## src/clk_src_pkg.sv

```systemverilog
// constants and types for the cpu clock source selector
// assumes one 40 MHz system clock; oscillator clocks arrive as raw pins
package clk_src_pkg;

  // system clock figures
  localparam int SYS_CLK_HZ = 40_000_000;
  localparam int SYS_CLK_PERIOD_NS = 25;

  // crystal warm-up: oscillation cycles masked after start
  localparam int XTAL_WARMUP_CYCLES = 32768;
  localparam int WARMUP_CNT_W = 16;

  // control register layout
  localparam int CTRL_W = 8;
  localparam int BIT_CPU_SLOW = 7;
  localparam int BIT_EXT_SEL = 5;
  localparam int BIT_WARMUP = 3;
  localparam int BIT_XTAL_ON = 1;
  localparam int BIT_RC_ON = 0;

  // reset values of the control bits
  localparam logic RST_CPU_SLOW = 1'h0;
  localparam logic RST_EXT_SEL = 1'h0;
  localparam logic RST_WARMUP = 1'h1;
  localparam logic RST_XTAL_ON = 1'h0;
  localparam logic RST_RC_ON = 1'h1;

  // cpu clock divider codes: nodiv, div2, div4, div8, div16
  localparam int DIV_CODE_W = 3;
  localparam logic [2:0] DIV_CODE_MAX = 3'h4;
  localparam int DIV_CNT_W = 4;

  // synchronised pin inputs, index into the sync vector
  localparam int NUM_PINS = 5;
  localparam int PIN_RC = 0;
  localparam int PIN_XTAL = 1;
  localparam int PIN_EXT = 2;
  localparam int PIN_HP32K = 3;
  localparam int PIN_RSTN = 4;

  // clock sources for the cpu and the prescalers
  typedef enum logic [2:0] {SRC_NONE, SRC_RC, SRC_XTAL, SRC_EXT, SRC_HP} clk_src_t;

  // switch sequencer states
  typedef enum logic [1:0] {SW_RUN, SW_DRAIN, SW_ARM} sw_state_t;

  // software-visible control bits
  typedef struct packed {
    logic cpu_slow_clock_select;
    logic ext_clock_select;
    logic crystal_warmup_flag;
    logic crystal_osc_on;
    logic rc_osc_on;
  } sys_clock_ctrl_t;

  // routing of the three clock targets
  typedef struct packed {
    clk_src_t cpu;
    clk_src_t high_pre;
    clk_src_t low_pre;
  } clk_route_t;

endpackage

```

## src/system_clock_source_select.sv

```systemverilog
// cpu clock source selector with crystal warm-up and target routing
// assumes oscillator clocks and the reset pin are asynchronous pins;
// clocks leave the block as one-cycle enable pulses on the system clock
//
// What this block does
// - crystal output masked for 32768 cycles
// - resets and sleep clear enable, set flag
// - enable starts crystal, flag clears after 32768
// - clearing enable stops the crystal
// - sleep stops the crystal
// - external pin clock divided by two
// - external select switches system to external clock
// - crystal unavailable while external clock selected
// - resets select rc; sleep exit selects rc unless external select is set
// - speed bit picks fastest or 32 kHz source
// - cpu clock source changes are glitch free
// - routing for off, crystal-only and rc-only modes
// - routing for rc plus crystal and external
// - rc or external cpu clock divided 1..16
// - control bits at 7, 5, 3, 1, 0
`timescale 1ns/10ps

module system_clock_source_select
  import clk_src_pkg::*;
#(
  parameter int WARMUP_CYCLES = XTAL_WARMUP_CYCLES
)
(
  input wire logic clock,
  input wire logic srst,
  input wire logic sleep_mode,
  input wire logic external_reset_pin_n,
  input wire logic rc_clk_pin,
  input wire logic xtal_clk_pin,
  input wire logic ext_clk_pin,
  input wire logic hp_tap_32k,
  input wire logic ctl_wr,
  input wire logic [CTRL_W-1:0] ctl_wdata,
  input wire logic [DIV_CODE_W-1:0] cpu_div_code,
  output logic [CTRL_W-1:0] ctl_rdata,
  output logic rc_osc_run,
  output logic xtal_osc_run,
  output logic cpu_clk_en,
  output logic high_pre_clk_en,
  output logic low_pre_clk_en,
  output logic slow_32k_clock
);

  localparam logic [WARMUP_CNT_W-1:0] WARMUP_LAST = WARMUP_CNT_W'(WARMUP_CYCLES - 1);

  sys_clock_ctrl_t ctrl_q;
  clk_route_t route;
  clk_src_t cur_q;
  sw_state_t sw_q;
  logic [NUM_PINS-1:0] sync1_q;
  logic [NUM_PINS-1:0] sync2_q;
  logic [NUM_PINS-1:0] prev_q;
  logic [NUM_PINS-1:0] rise;
  logic [WARMUP_CNT_W-1:0] warm_cnt_q;
  logic ext_half_q;
  logic [DIV_CNT_W-1:0] div_cnt_q;
  logic [DIV_CNT_W-1:0] div_last;
  logic cold_rst, sleep_rst;
  logic rc_p, xtal_raw_p, xtal_p, ext_p, hp_p;
  logic cur_p, tgt_p, div_p;
  logic cpu_d, high_d, low_d;
  logic xtal_start, warm_done;

  // two-flop synchronisers; only the second stage feeds logic
  always_ff @(posedge clock)
  begin
    sync1_q <= {external_reset_pin_n, hp_tap_32k, ext_clk_pin, xtal_clk_pin, rc_clk_pin};
    sync2_q <= sync1_q;
    prev_q <= sync2_q;
  end

  assign rise = sync2_q & ~prev_q;

  // pin reset acts on its low level, sleep on top of the cold resets
  assign cold_rst = srst | ~sync2_q[PIN_RSTN];
  assign sleep_rst = cold_rst | sleep_mode;

  // raw source pulses; rc and crystal gated by the oscillator run enables, the 32 kHz tap ungated
  assign rc_p = rise[PIN_RC] & rc_osc_run;
  assign xtal_raw_p = rise[PIN_XTAL] & xtal_osc_run;
  assign hp_p = rise[PIN_HP32K];

  always_ff @(posedge clock)
  begin
    if (cold_rst || !ctrl_q.ext_clock_select)
      ext_half_q <= 1'h0;
    else if (rise[PIN_EXT])
      ext_half_q <= ~ext_half_q;
  end

  assign ext_p = rise[PIN_EXT] & ext_half_q & ctrl_q.ext_clock_select;

  // enable bits reset on power-on, pin and sleep
  // clear enable, force rc
  always_ff @(posedge clock)
  begin
    if (sleep_rst)
    begin
      ctrl_q.cpu_slow_clock_select <= RST_CPU_SLOW;
      ctrl_q.crystal_osc_on <= RST_XTAL_ON;
      ctrl_q.rc_osc_on <= RST_RC_ON;
    end
    else if (ctl_wr)
    begin
      ctrl_q.cpu_slow_clock_select <= ctl_wdata[BIT_CPU_SLOW];
      ctrl_q.crystal_osc_on <= ctl_wdata[BIT_XTAL_ON];
      ctrl_q.rc_osc_on <= ctl_wdata[BIT_RC_ON];
    end
  end

  // external select survives sleep, only cold resets clear it
  // external clock select bit
  always_ff @(posedge clock)
  begin
    if (cold_rst)
      ctrl_q.ext_clock_select <= RST_EXT_SEL;
    else if (ctl_wr)
      ctrl_q.ext_clock_select <= ctl_wdata[BIT_EXT_SEL];
  end

  // oscillator run lines
  // crystal stop conditions
  assign xtal_osc_run = ctrl_q.crystal_osc_on & ~ctrl_q.ext_clock_select & ~sleep_mode;
  assign rc_osc_run = ctrl_q.rc_osc_on & ~sleep_mode;

  // a fresh start of the crystal restarts the warm-up
  assign xtal_start = ctl_wr & ctl_wdata[BIT_XTAL_ON] & ~ctrl_q.crystal_osc_on & ~sleep_rst;
  assign warm_done = xtal_raw_p & (warm_cnt_q == WARMUP_LAST);

  always_ff @(posedge clock)
  begin
    if (sleep_rst || xtal_start || !xtal_osc_run)
      warm_cnt_q <= '0;
    else if (xtal_raw_p && ctrl_q.crystal_warmup_flag)
      warm_cnt_q <= warm_cnt_q + WARMUP_CNT_W'(1);
  end

  // set wins over the end of count
  // flag set and clear
  always_ff @(posedge clock)
  begin
    if (sleep_rst || xtal_start)
      ctrl_q.crystal_warmup_flag <= RST_WARMUP;
    else if (warm_done)
      ctrl_q.crystal_warmup_flag <= 1'h0;
  end

  assign xtal_p = xtal_raw_p & ~ctrl_q.crystal_warmup_flag;

  // read-back image; unused bits read zero
  // control bit layout
  always_comb
  begin
    ctl_rdata = '0;
    ctl_rdata[BIT_CPU_SLOW] = ctrl_q.cpu_slow_clock_select;
    ctl_rdata[BIT_EXT_SEL] = ctrl_q.ext_clock_select;
    ctl_rdata[BIT_WARMUP] = ctrl_q.crystal_warmup_flag;
    ctl_rdata[BIT_XTAL_ON] = ctrl_q.crystal_osc_on;
    ctl_rdata[BIT_RC_ON] = ctrl_q.rc_osc_on;
  end

  // clocking mode table
  // route targets
  always_comb
  begin
    route.cpu = SRC_NONE;
    route.high_pre = SRC_NONE;
    route.low_pre = SRC_NONE;
    if (ctrl_q.ext_clock_select)
    begin
      route.cpu = ctrl_q.cpu_slow_clock_select ? SRC_HP : SRC_EXT;
      route.high_pre = SRC_EXT;
      route.low_pre = SRC_HP;
    end
    else if (ctrl_q.rc_osc_on && ctrl_q.crystal_osc_on)
    begin
      route.cpu = ctrl_q.cpu_slow_clock_select ? SRC_XTAL : SRC_RC;
      route.high_pre = SRC_RC;
      route.low_pre = SRC_XTAL;
    end
    else if (ctrl_q.rc_osc_on)
    begin
      route.cpu = ctrl_q.cpu_slow_clock_select ? SRC_HP : SRC_RC;
      route.high_pre = SRC_RC;
      route.low_pre = SRC_HP;
    end
    else if (ctrl_q.crystal_osc_on)
    begin
      route.cpu = SRC_XTAL;
      route.low_pre = SRC_XTAL;
    end
  end

  // pulse of a given source
  function automatic logic src_pulse(input clk_src_t s, input logic r, input logic x,
                                     input logic e, input logic h);
    logic p;
    p = 1'h0;
    case (s)
      SRC_RC: p = r;
      SRC_XTAL: p = x;
      SRC_EXT: p = e;
      SRC_HP: p = h;
      default: p = 1'h0;
    endcase
    return p;
  endfunction

  assign cur_p = src_pulse(cur_q, rc_p, xtal_p, ext_p, hp_p);
  assign tgt_p = src_pulse(route.cpu, rc_p, xtal_p, ext_p, hp_p);

  // glitch-free switch: finish the old period, then wait for the new edge;
  // a stopped old source would stall the cpu, hence the two-write order
  // switch sequencer
  always_ff @(posedge clock)
  begin
    if (sleep_rst)
    begin
      sw_q <= SW_RUN;
      cur_q <= SRC_RC;
    end
    else
    begin
      case (sw_q)
        SW_RUN:
          if (route.cpu != cur_q)
            sw_q <= (cur_q == SRC_NONE) ? SW_ARM : SW_DRAIN;
        SW_DRAIN:
          if (cur_p)
            sw_q <= SW_ARM;
        SW_ARM:
          if (route.cpu == SRC_NONE)
          begin
            cur_q <= SRC_NONE;
            sw_q <= SW_RUN;
          end
          else if (tgt_p)
          begin
            cur_q <= route.cpu;
            sw_q <= SW_RUN;
          end
        default:
          sw_q <= SW_RUN;
      endcase
    end
  end

  // divide terminal count, codes above div16 clamp to div16
  assign div_last = DIV_CNT_W'((1 << ((cpu_div_code > DIV_CODE_MAX) ? DIV_CODE_MAX
                                                                     : cpu_div_code)) - 1);

  // cpu divider on rc or external
  always_ff @(posedge clock)
  begin
    if (sleep_rst || sw_q != SW_RUN)
      div_cnt_q <= '0;
    else if (cur_p)
      div_cnt_q <= (div_cnt_q >= div_last) ? '0 : div_cnt_q + DIV_CNT_W'(1);
  end

  assign div_p = (cur_q == SRC_RC || cur_q == SRC_EXT) ? (cur_p && div_cnt_q >= div_last)
                                                       : cur_p;

  // next values of the target enables
  assign cpu_d = (sw_q == SW_RUN) && (route.cpu == cur_q) && div_p;
  assign high_d = src_pulse(route.high_pre, rc_p, xtal_p, ext_p, hp_p);
  assign low_d = src_pulse(route.low_pre, rc_p, xtal_p, ext_p, hp_p);

  // registered clock enables; one cycle of latency on every target
  always_ff @(posedge clock)
  begin
    if (sleep_rst)
    begin
      cpu_clk_en <= 1'h0;
      high_pre_clk_en <= 1'h0;
      low_pre_clk_en <= 1'h0;
      slow_32k_clock <= 1'h0;
    end
    else
    begin
      cpu_clk_en <= cpu_d;
      high_pre_clk_en <= high_d;
      low_pre_clk_en <= low_d;
      slow_32k_clock <= hp_p;
    end
  end
endmodule

```

## config.mk

```make
export PLATFORM = sky130hd
export DESIGN_NAME = system_clock_source_select
export DESIGN_NICKNAME = d
export VERILOG_FILES = /design/src/clk_src_pkg.sv /design/src/system_clock_source_select.sv
export SDC_FILE = /design/constraint.sdc
export NUM_CORES = 1
export LEC_CHECK = 0
export ABC_AREA = 1
export BUFFER_PORTS_ARGS = -buffer_cell sky130_fd_sc_hd__buf_4
export CORE_MARGIN = 4
export CORE_UTILIZATION = 51
export DETAILED_ROUTE_END_ITERATION = 8
export PLACE_DENSITY = 0.71
export SYNTH_ARGS = -nofsm -noshare
export SYNTH_HDL_FRONTEND = slang
export SYNTH_SLANG_ARGS = --single-unit
```

## constraint.sdc

```tcl
create_clock -name clock -period 1.4 [get_ports clock]
set_input_delay 0.14 -clock clock [delete_from_list [all_inputs] [get_ports clock]]
set_output_delay 0.14 -clock clock [all_outputs]
set_load 0.02 [all_outputs]
```

==> results.md, run 1 <==
- The flow ran to the end, but the final reports show violations.
- The checks that failed: setup timing.
- Based on the critical path, the design can be clocked at up to 647 MHz.
- Ranked by instance count, the synthesized netlist is headed by sky130_fd_sc_hd__nand2_1 (65), sky130_fd_sc_hd__dfxtp_1 (49), sky130_fd_sc_hd__nor2_1 (43), sky130_fd_sc_hd__inv_1 (42), sky130_fd_sc_hd__nand3_1 (29).
- Compared with the post-synthesis result, the final layout area differs by 44.3%.
- The required time of the worst setup path is 1620 ps.
- Setup repair after global routing could not meet its margin everywhere.
- The worst setup slack for register-to-register paths is -150 ps.
- Yosys printed 0 warnings.
- The total placed instance area is 0.00285 sq mm.
- The internal power summed over all cells is 1910 uW.
- The number of vias per cell after detailed routing is 5.13.
- Hold timing on the final database bottoms out at a slack of 80.0 ps.
- The fraction of post-synthesis cell area in the top cell type by area is 41.7%.
- Setup violations remaining at the end of the flow were counted as 8.
- The count of input and output buffers is 26.
- The clock network accounts for 33.4% of the total power.
- The critical path class is flop to flop.
- The first detailed-routing pass took 4 iterations.
- The starting utilization of the core area is 53.3%.
- The global-route wire length before repair is 8800 um.
- Of the total power, the share spent switching nets is 23.2%.
- The TritonCTS clock tree is built.
- The total die area is 0.00577 sq mm.
- The max-capacitance violation count is 0.
- Of the cells placed in the final design, the portion with a size suffix greater than 1 is 40.1%.
- The synthesized design contains 49 register bits.
- The final clock skew is 6.74 ps.
- In this run, distinct cell masters in the synthesized netlist total 35.
- The power density over the cells is 733 mW/mm^2.
- The layout has 324 filler cells.
- The peak supply drop is 0.474 mV.
- Once detail routing completed, the nets flagged for antenna violations numbered 0.
- After synthesis, the cell types taking the most area are sky130_fd_sc_hd__dfxtp_1 (42%), sky130_fd_sc_hd__nand2_1 (10%), sky130_fd_sc_hd__nor2_1 (6.9%).
- The endpoint class of the critical path is a flop.
- The count of pins on the block boundary is 34.
- The via total after detailed routing is 2302.
- The final-report hold violation count is 0.
- The worst setup margin is -146 ps.
- The number of antenna violations at the first check in global routing came to 0.
- Among all flip-flop cells after synthesis, the most frequent one is sky130_fd_sc_hd__dfxtp_1.
- The H-tree was split into 2 levels.
- The via count of the first global-routing pass was 2124.
- In this run, the number of DRC markers left after iteration 0 of detailed routing was 75.
- The power spent charging and discharging nets is 579 uW.
- The area of the core region is 0.00441 sq mm.
- The half-perimeter wire length after detailed placement is 3980 um.
- In this run the clock root is driven by a sky130_fd_sc_hd__clkbuf_8.
- At the end of routability-driven placement, the weighted congestion stood at 0.858.
- The element type at the critical path start is a flop.
- The clock reaches the later pin of the worst-skew pair after 300 ps.
- The buffer levels on the longest clock path is 2.
- The final net count is 425.
- The post-synthesis cell area is 0.00235 sq mm.
- Summing all non-filler instances in the final layout gives an area of 0.00340 sq mm.
- Measured along the y axis, the die boundary spans 76.0 um.
- The TritonCTS buffer count is 5.
- STA puts the critical path data arrival time at 1760 ps.
- Entering global routing, the biggest net connects 14 pins.
- The max-slew violation count is 0.
- The minimum period implied by the final worst setup slack is 1550 ps.
- The share of the clock period used by the worst path is 110%.
- The detailed-route wire length is 5950 um.
- From left edge to right edge, the die measures 76.0 um.
- Summed over all layers, the global routing overflow is 0.
- sky130_fd_sc_hd__nand2_1 is the most common cell in the netlist.
- The min-delay analysis places its worst path in the category input port to flop.
- The relative contribution of sequential cells to total power is 57.3%.
- The share of flip-flops with an asynchronous set or reset after synthesis is 0%.
- After clock tree synthesis, the clock-pin slew on the worst setup and hold paths is 80 ps.
- The clock sink count is 49.
- The fraction of power consumed by combinational cells is 9.3%.
- The biggest area contributor in the post-synthesis netlist is sky130_fd_sc_hd__dfxtp_1.
- The share of the yosys chip area belonging to registers is 41.7%.
- The aggregate global-route resource usage is 18.2%.
- The post-detailed-route DRC marker count is 0.
- For this design the static power due to leakage is 0.00143 uW.
- In the final routed layout, each cell accounts on average for 13.3 um.
- Synthesis produced a netlist whose cell count is 322.
- Row generation in the floorplan step produced 24 rows.
- The mean cell area of the mapped netlist is 7.31 sq um.
- Yosys mapped a number of flops with a built-in enable equal to 0.
- The critical-path maximum fanout is 4.
- The final antenna diode count is 0.
[cell usage in the layout (no fill, tap or decap), types with 3 or more instances in the layout]
cell type,count
sky130_fd_sc_hd__a21oi_1,14
sky130_fd_sc_hd__a21oi_2,10
sky130_fd_sc_hd__buf_4,55
sky130_fd_sc_hd__buf_6,9
sky130_fd_sc_hd__clkbuf_8,6
sky130_fd_sc_hd__conb_1,3
sky130_fd_sc_hd__dfxtp_1,35
sky130_fd_sc_hd__dfxtp_2,11
sky130_fd_sc_hd__dfxtp_4,3
sky130_fd_sc_hd__dlygate4sd3_1,5
sky130_fd_sc_hd__ha_1,6
sky130_fd_sc_hd__inv_1,34
sky130_fd_sc_hd__inv_2,6
sky130_fd_sc_hd__inv_4,5
sky130_fd_sc_hd__nand2_1,53
sky130_fd_sc_hd__nand2_2,11
sky130_fd_sc_hd__nand2_4,4
sky130_fd_sc_hd__nand3_1,19
sky130_fd_sc_hd__nand3_2,9
sky130_fd_sc_hd__nand3_4,3
sky130_fd_sc_hd__nand4_1,6
sky130_fd_sc_hd__nor2_1,32
sky130_fd_sc_hd__nor2_2,3
sky130_fd_sc_hd__nor2_4,11
sky130_fd_sc_hd__nor3_1,4
sky130_fd_sc_hd__nor3_2,3
sky130_fd_sc_hd__o21ai_0,4
sky130_fd_sc_hd__o21ai_1,3
sky130_fd_sc_hd__xor2_1,7
[final timing paths]
| kind | startpoint | end | cells past startpoint |
|---|---|---|---|
| worst max-delay path | ctl_rdata[1] | div_cnt_q[3] | 9 |
| worst min-delay path | ctl_wdata[0] | ctl_rdata[0] | 3 |
| worst max register to register | ctl_rdata[1] | div_cnt_q[3] | 9 |
| worst min register to register | sync1_q[0] | sync2_q[0] | 0 |
[timing repair]
| action | CTS | global route |
|---|---|---|
| gates resized for setup | 11 | 98 |
| pin swaps | 2 | 27 |
| hold buffers | 5 | 0 |
| buffers inserted | 1 | 4 |
| endpoints found under the setup margin | 8 | 27 |
| gates cloned | 0 | 0 |
| hold endpoints to repair | 5 | 0 |
[power groups by stage]
| stage | Clock [uW] | Sequential (uW) | Combinational, uW |
|---|---|---|---|
| global placement | 0 | 1460 | 177 |
| floorplan | 0 | 1470 | 98.2 |
| CTS | 857 | 1430 | 199 |
| detailed placement | 0 | 1460 | 181 |
| finish | 831 | 1430 | 232 |
| global route | 922 | 1430 | 253 |
[per-stage QoR]
| step | setup slack (ps) | TNS [ps] | instances | power, uW | utilization, % |
|---|---|---|---|---|---|
| finish | -146 | -271 | 449 | 2490 | 77.0 |
| global route | -211 | -1810 | 449 | 2610 | 77.0 |
| CTS | 4.59 | 0 | 445 | 2490 | 68.4 |
| detailed placement | -43.3 | -180 | 432 | 1650 | 64.5 |
| global placement | -0.805 | -0.805 | 432 | 1640 | 64.5 |
| floorplan | -35.6 | -35.6 | 324 | 1570 | - |
[metal layers]
layer	part of all wire (%)	vias up	GRT usage (%)
met2	54	29	31.8
li1	-	1175	-
met4	1.1	0	5.87
met1	41	1092	21.5
met3	3.0	6	4.50
met5	0	-	0
[final cells by class]
class / count / area (sq um) / area share, %
clock buffer: 7 / 86.3 / 2.54
inverter: 46 / 189 / 5.56
multi-input combinational: 225 / 1470 / 43.2
timing repair buffer: 70 / 584 / 17.2
sequential: 49 / 1010 / 29.6
tap: 52 / 65.1 / 1.91
[critical path, cell delays in order, from the launching register on]
cell and delay (ps):
sky130_fd_sc_hd__dfxtp_2 360, sky130_fd_sc_hd__inv_4 50, sky130_fd_sc_hd__nor2_4 120, sky130_fd_sc_hd__nand2_4 110, sky130_fd_sc_hd__nor2_8 150, sky130_fd_sc_hd__nand3_4 90
sky130_fd_sc_hd__nand2_4 100, sky130_fd_sc_hd__nand2_2 60, sky130_fd_sc_hd__or2_0 230, sky130_fd_sc_hd__a21oi_1 180
[cell families after synthesis]
| kind of cell | synth area share [%] |
|---|---|
| simple gates | 32.8 |
| xor+xnor | 3.35 |
| flops | 41.7 |
| fa+ha+maj | 4.25 |
| other cells | 0.159 |
| compound gates | 8.98 |
| buf+inv | 8.77 |
[registers in the layout (all words and copies together) (netlist names), 2 cells and up]
name and count:
div_cnt_q 4, cur_q 3, sw_q 2, sync1_q 5, prev_q 4, sync2_q 5, warm_cnt_q 16, ctl_rdata 5
(Power assumes the default switching activity.)
==> inputs of run 2 (changes only) <==
--- a/config.mk
+++ b/config.mk
@@ -5,12 +5,12 @@
 export SDC_FILE = /design/constraint.sdc
 export NUM_CORES = 1
 export LEC_CHECK = 0
-export ABC_AREA = 1
 export BUFFER_PORTS_ARGS = -buffer_cell sky130_fd_sc_hd__buf_4
 export CORE_MARGIN = 4
-export CORE_UTILIZATION = 51
+export CORE_UTILIZATION = 50
 export DETAILED_ROUTE_END_ITERATION = 8
-export PLACE_DENSITY = 0.71
+export GPL_ROUTABILITY_DRIVEN = 0
+export PLACE_DENSITY = 0.7
 export SYNTH_ARGS = -nofsm -noshare
 export SYNTH_HDL_FRONTEND = slang
 export SYNTH_SLANG_ARGS = --single-unit
==> constraint.sdc (replaced) <==
create_clock -name clock -period 1.3 [get_ports clock]
set_input_delay 0.13 -clock clock [delete_from_list [all_inputs] [get_ports clock]]
set_output_delay 0.13 -clock clock [all_outputs]
set_load 0.02 [all_outputs]
==> results.md, run 2 <==
- The number of enable-type register cells in the synthesized netlist is 0.
- The critical path goes through nor3b_4, nand3_1, or4_4, o21ai_2, o211ai_1.
- The TritonCTS buffer count is 5.
- CTS placed an instance of sky130_fd_sc_hd__clkbuf_8 at the clock tree root.
- The initial utilization of the core area, before any placement, comes to 53.4%.
- Wires add up to 5750 um.
- After detailed routing, the number of vias per cell comes to 5.42.
- The detail-routed net length per standard cell is 15.2 um.
- The TritonCTS clock tree is built.
- The violation count after the first detailed-routing iteration is 96.
- Subtracting the final worst setup slack from the clock period gives 1620 ps.
- The element type at the critical path start is a flop.
- The row count is 23.
- In the layout the commonest cells are sky130_fd_sc_hd__buf_4 (76), sky130_fd_sc_hd__dfxtp_1 (43), sky130_fd_sc_hd__nor2_1 (24).
- The worst hold path depth is 3.
- Global routing finished with a remaining overflow of 0.
- The leakage power figure is 0.00144 uW.
- In this run the most critical hold path is launched from ctl_wdata[0].
- Yosys printed 0 warnings.
- The max-slew violation count is 0.
- Across all register-to-register paths, the minimum setup slack is -320 ps.
- The final hold slack is 47.4 ps.
- The number of endpoints failing setup at the final stage is 29.
- The share of the clock period used by the worst path is 124%.
- Leaving out fill and tap cells, the most frequent cell in the layout is sky130_fd_sc_hd__buf_4.
- The share of the yosys chip area belonging to registers is 44.4%.
- By instance count, the leading cell after synthesis is sky130_fd_sc_hd__dfxtp_1.
- In this run, distinct cell masters in the synthesized netlist total 52.
- The cell type contributing the most total cell area after synthesis is sky130_fd_sc_hd__dfxtp_1.
- The global-route wire length before repair is 8850 um.
- The kind of cell with the highest combined delay along the critical path is simple AND/OR/NAND/NOR gates.
- Cells with a size suffix above 1 make up 48.0% of the layout.
- Entering global routing, the biggest net connects 17 pins.
- The checks that failed: setup timing.
- After detailed routing, the number of remaining DRC violations is 0.
- The signed area change from the synthesized netlist to the final layout is 56.0%.
- Clock-pin slew was measured on the worst setup and hold paths at 80 ps.
- Data arrives at the worst endpoint at 1800 ps.
- The mean cell area of the mapped netlist is 9.45 sq um.
- IR analysis of the VDD net gives a maximum drop of 0.653 mV.
- The area of the core region is 0.00414 sq mm.
- The flip-flop count of the largest register, all copies and words added is 16.
- In this run the critical register-to-register path is launched from sync2_q[1].
- 0 antenna diodes ended up in the layout.
- The count of pins on the block boundary is 34.
- The via count of the first global-routing pass is 2037.
- The standard cell with the maximum stage delay on the critical path is sky130_fd_sc_hd__or4_4.
- Based on the critical path, the design can be clocked at up to 618 MHz.
- The run finished, with violations left.
- Dividing total power by cell area gives a power density of 813 mW/mm^2.
- The aggregate global-route resource usage is 20.2%.
- The worst register-to-register path has a depth of 5.
- The critical path is of the flop to flop type.
- The main flop type after synthesis is sky130_fd_sc_hd__dfxtp_1.
- The total die area is 0.00555 sq mm.
- Ranked by instance count, the synthesized netlist is headed by sky130_fd_sc_hd__dfxtp_1 (49), sky130_fd_sc_hd__nor2_1 (27), sky130_fd_sc_hd__nand2_1 (13), sky130_fd_sc_hd__xnor2_1 (12), sky130_fd_sc_hd__a21oi_1 (10).
- The min-delay analysis places its worst path in the category input port to flop.
- The endpoint class of the critical path is a flop.
- After synthesis the cells add up to 0.00221 sq mm.
- The utilization after layout is 83.2%.
- The number of buffers and inverters on the critical path is 0.
- The biggest cell delay along the critical path is 500 ps.
- The startpoint of the worst setup timing path is sync2_q[1].
- The register ranked first by flip-flop count is warm_cnt_q.
- After the last flow step, the layout net total stands at 356.
- In this run the tool buffered the top-level ports with 26 buffer cells.
- The number of H-tree branching levels is 2.
- The number of antenna violations at the first check in global routing is 0.
- Once detail routing completed, the nets flagged for antenna violations numbered 0.
- Clock latency on the worst-skew pair, taken at its later pin, is 300 ps.
- The fraction of post-synthesis cell area in the top cell type by area is 44.4%.
- In this run the worst path has a maximum fanout of 4.
- The tool flagged a number of max-cap violations equal to 0.
- The synthesis-stage register bit count is 49.
- The final clock skew is 5.32 ps.
- The worst hold path endpoint is ctl_rdata[0].
- The first detailed-routing pass took 5 iterations.
- The worst setup margin is -317 ps.
- The via total after detailed routing is 2054.
- The half-perimeter wire length after detailed placement is 3670 um.
- The required time of the worst setup path is 1480 ps.
- The height of the chip is 74.5 um.
- The final-report hold violation count was 0.
- The clock sink count is 49.
- Of all flip-flops after synthesis, the portion carrying an async set or reset was 0%.
- From left edge to right edge, the die measures 74.5 um.
- Setup repair after global routing could not meet its margin everywhere.
- The cell count after synthesis is 234.
- By area the synthesized netlist is led by sky130_fd_sc_hd__dfxtp_1 (44%), sky130_fd_sc_hd__xnor2_1 (4.8%), sky130_fd_sc_hd__nor2_1 (4.6%).
- The clock passes through at most 2 buffers.
- The endpoint of the worst-slack reg-to-reg timing path is ctl_rdata[3].
-- run 2: cell types whose count changed after synthesis, sizes merged, moves of 10 or more --
cell | previous run | this run
nand2 | 68 | 13
inv | 45 | 8
nand3 | 31 | 8
nor2 | 47 | 27
a21oi | 24 | 11
xnor2 | 2 | 12
-- run 2: layout make-up --
class | count | area [sq um]
clock buffers | 7 | 96.3
clock inverters | 1 | 8.76
fillers | 258 | 694
inverters | 8 | 35.0
multi-input cells | 171 | 1480
flip-flops and latches | 49 | 993
well taps | 50 | 62.6
repair buffers | 93 | 773
-- run 2: worst max-delay path by stage --
stage / endpoint / slack (ps) / depth (start not counted)
final: ctl_rdata[3] / -320 / 5
after global routing: ctl_rdata[3] / -360 / 5
after CTS: div_cnt_q[0] / -350 / 7
after detailed placement: div_cnt_q[0] / -600 / 8
after global placement: div_cnt_q[0] / -560 / 8
after floorplan: div_cnt_q[0] / -380 / 7
-- run 2: tightest hold or removal path: stages --
cell and delay [ps]:
sky130_fd_sc_hd__buf_4 80, sky130_fd_sc_hd__mux2i_1 50, sky130_fd_sc_hd__nand2_1 50
-- run 2: where the power goes --
group          switching, uW  internal, uW  leakage, uW
Sequential              14.8          1530     0.000403
Clock                    492           491    0.0000549
Combinational            126           155     0.000982
Total                    632          2170      0.00144
-- run 2: logic make-up (layout without fill, tap and decap cells) --
logic type | after synthesis | after routing | synth area share [%]
AO/OA/AOI/OAI | 34 | 34 | 10.5
XOR/XNOR | 16 | 16 | 6.34
adder cells (fa/ha/maj) | 8 | 8 | 4.53
buffers and inverters | 16 | 109 | 3.68
flip-flops | 49 | 49 | 44.4
multiplexers | 5 | 5 | 2.26
other | 1 | 3 | 0.170
AND/OR/NAND/NOR | 105 | 105 | 28.2
-- run 2: per-layer routing --
| metal | vias up | track usage (%) | routed length [um] | share of wire [%] |
|---|---|---|---|---|
| met3 | 13 | 4.32 | 211 | 3.7 |
| met5 | - | 0 | 0 | 0 |
| met4 | 0 | 6.92 | 93 | 1.6 |
| met2 | 43 | 34.4 | 2990 | 52 |
| met1 | 991 | 25.4 | 2460 | 43 |
| li1 | 1007 | - | - | - |
-- run 2: repair_timing --
action,in CTS,in global routing
pin swaps,20,24
hold endpoints to repair,5,0
hold buffers,5,0
resized for setup,37,24
endpoints found under the setup margin,30,30
buffers inserted,7,5
-- run 2: stage by stage --
stage	cells	setup slack, ps	TNS (ps)	area, sq um	power (uW)
after floorplan	236	-385	-4800	2330	1690
after global placement	355	-561	-6100	2930	1780
after detailed placement	355	-597	-6840	2930	1790
after CTS	375	-347	-5450	3300	2800
after global routing	379	-363	-8050	3450	2900
final	379	-317	-6140	3450	2800
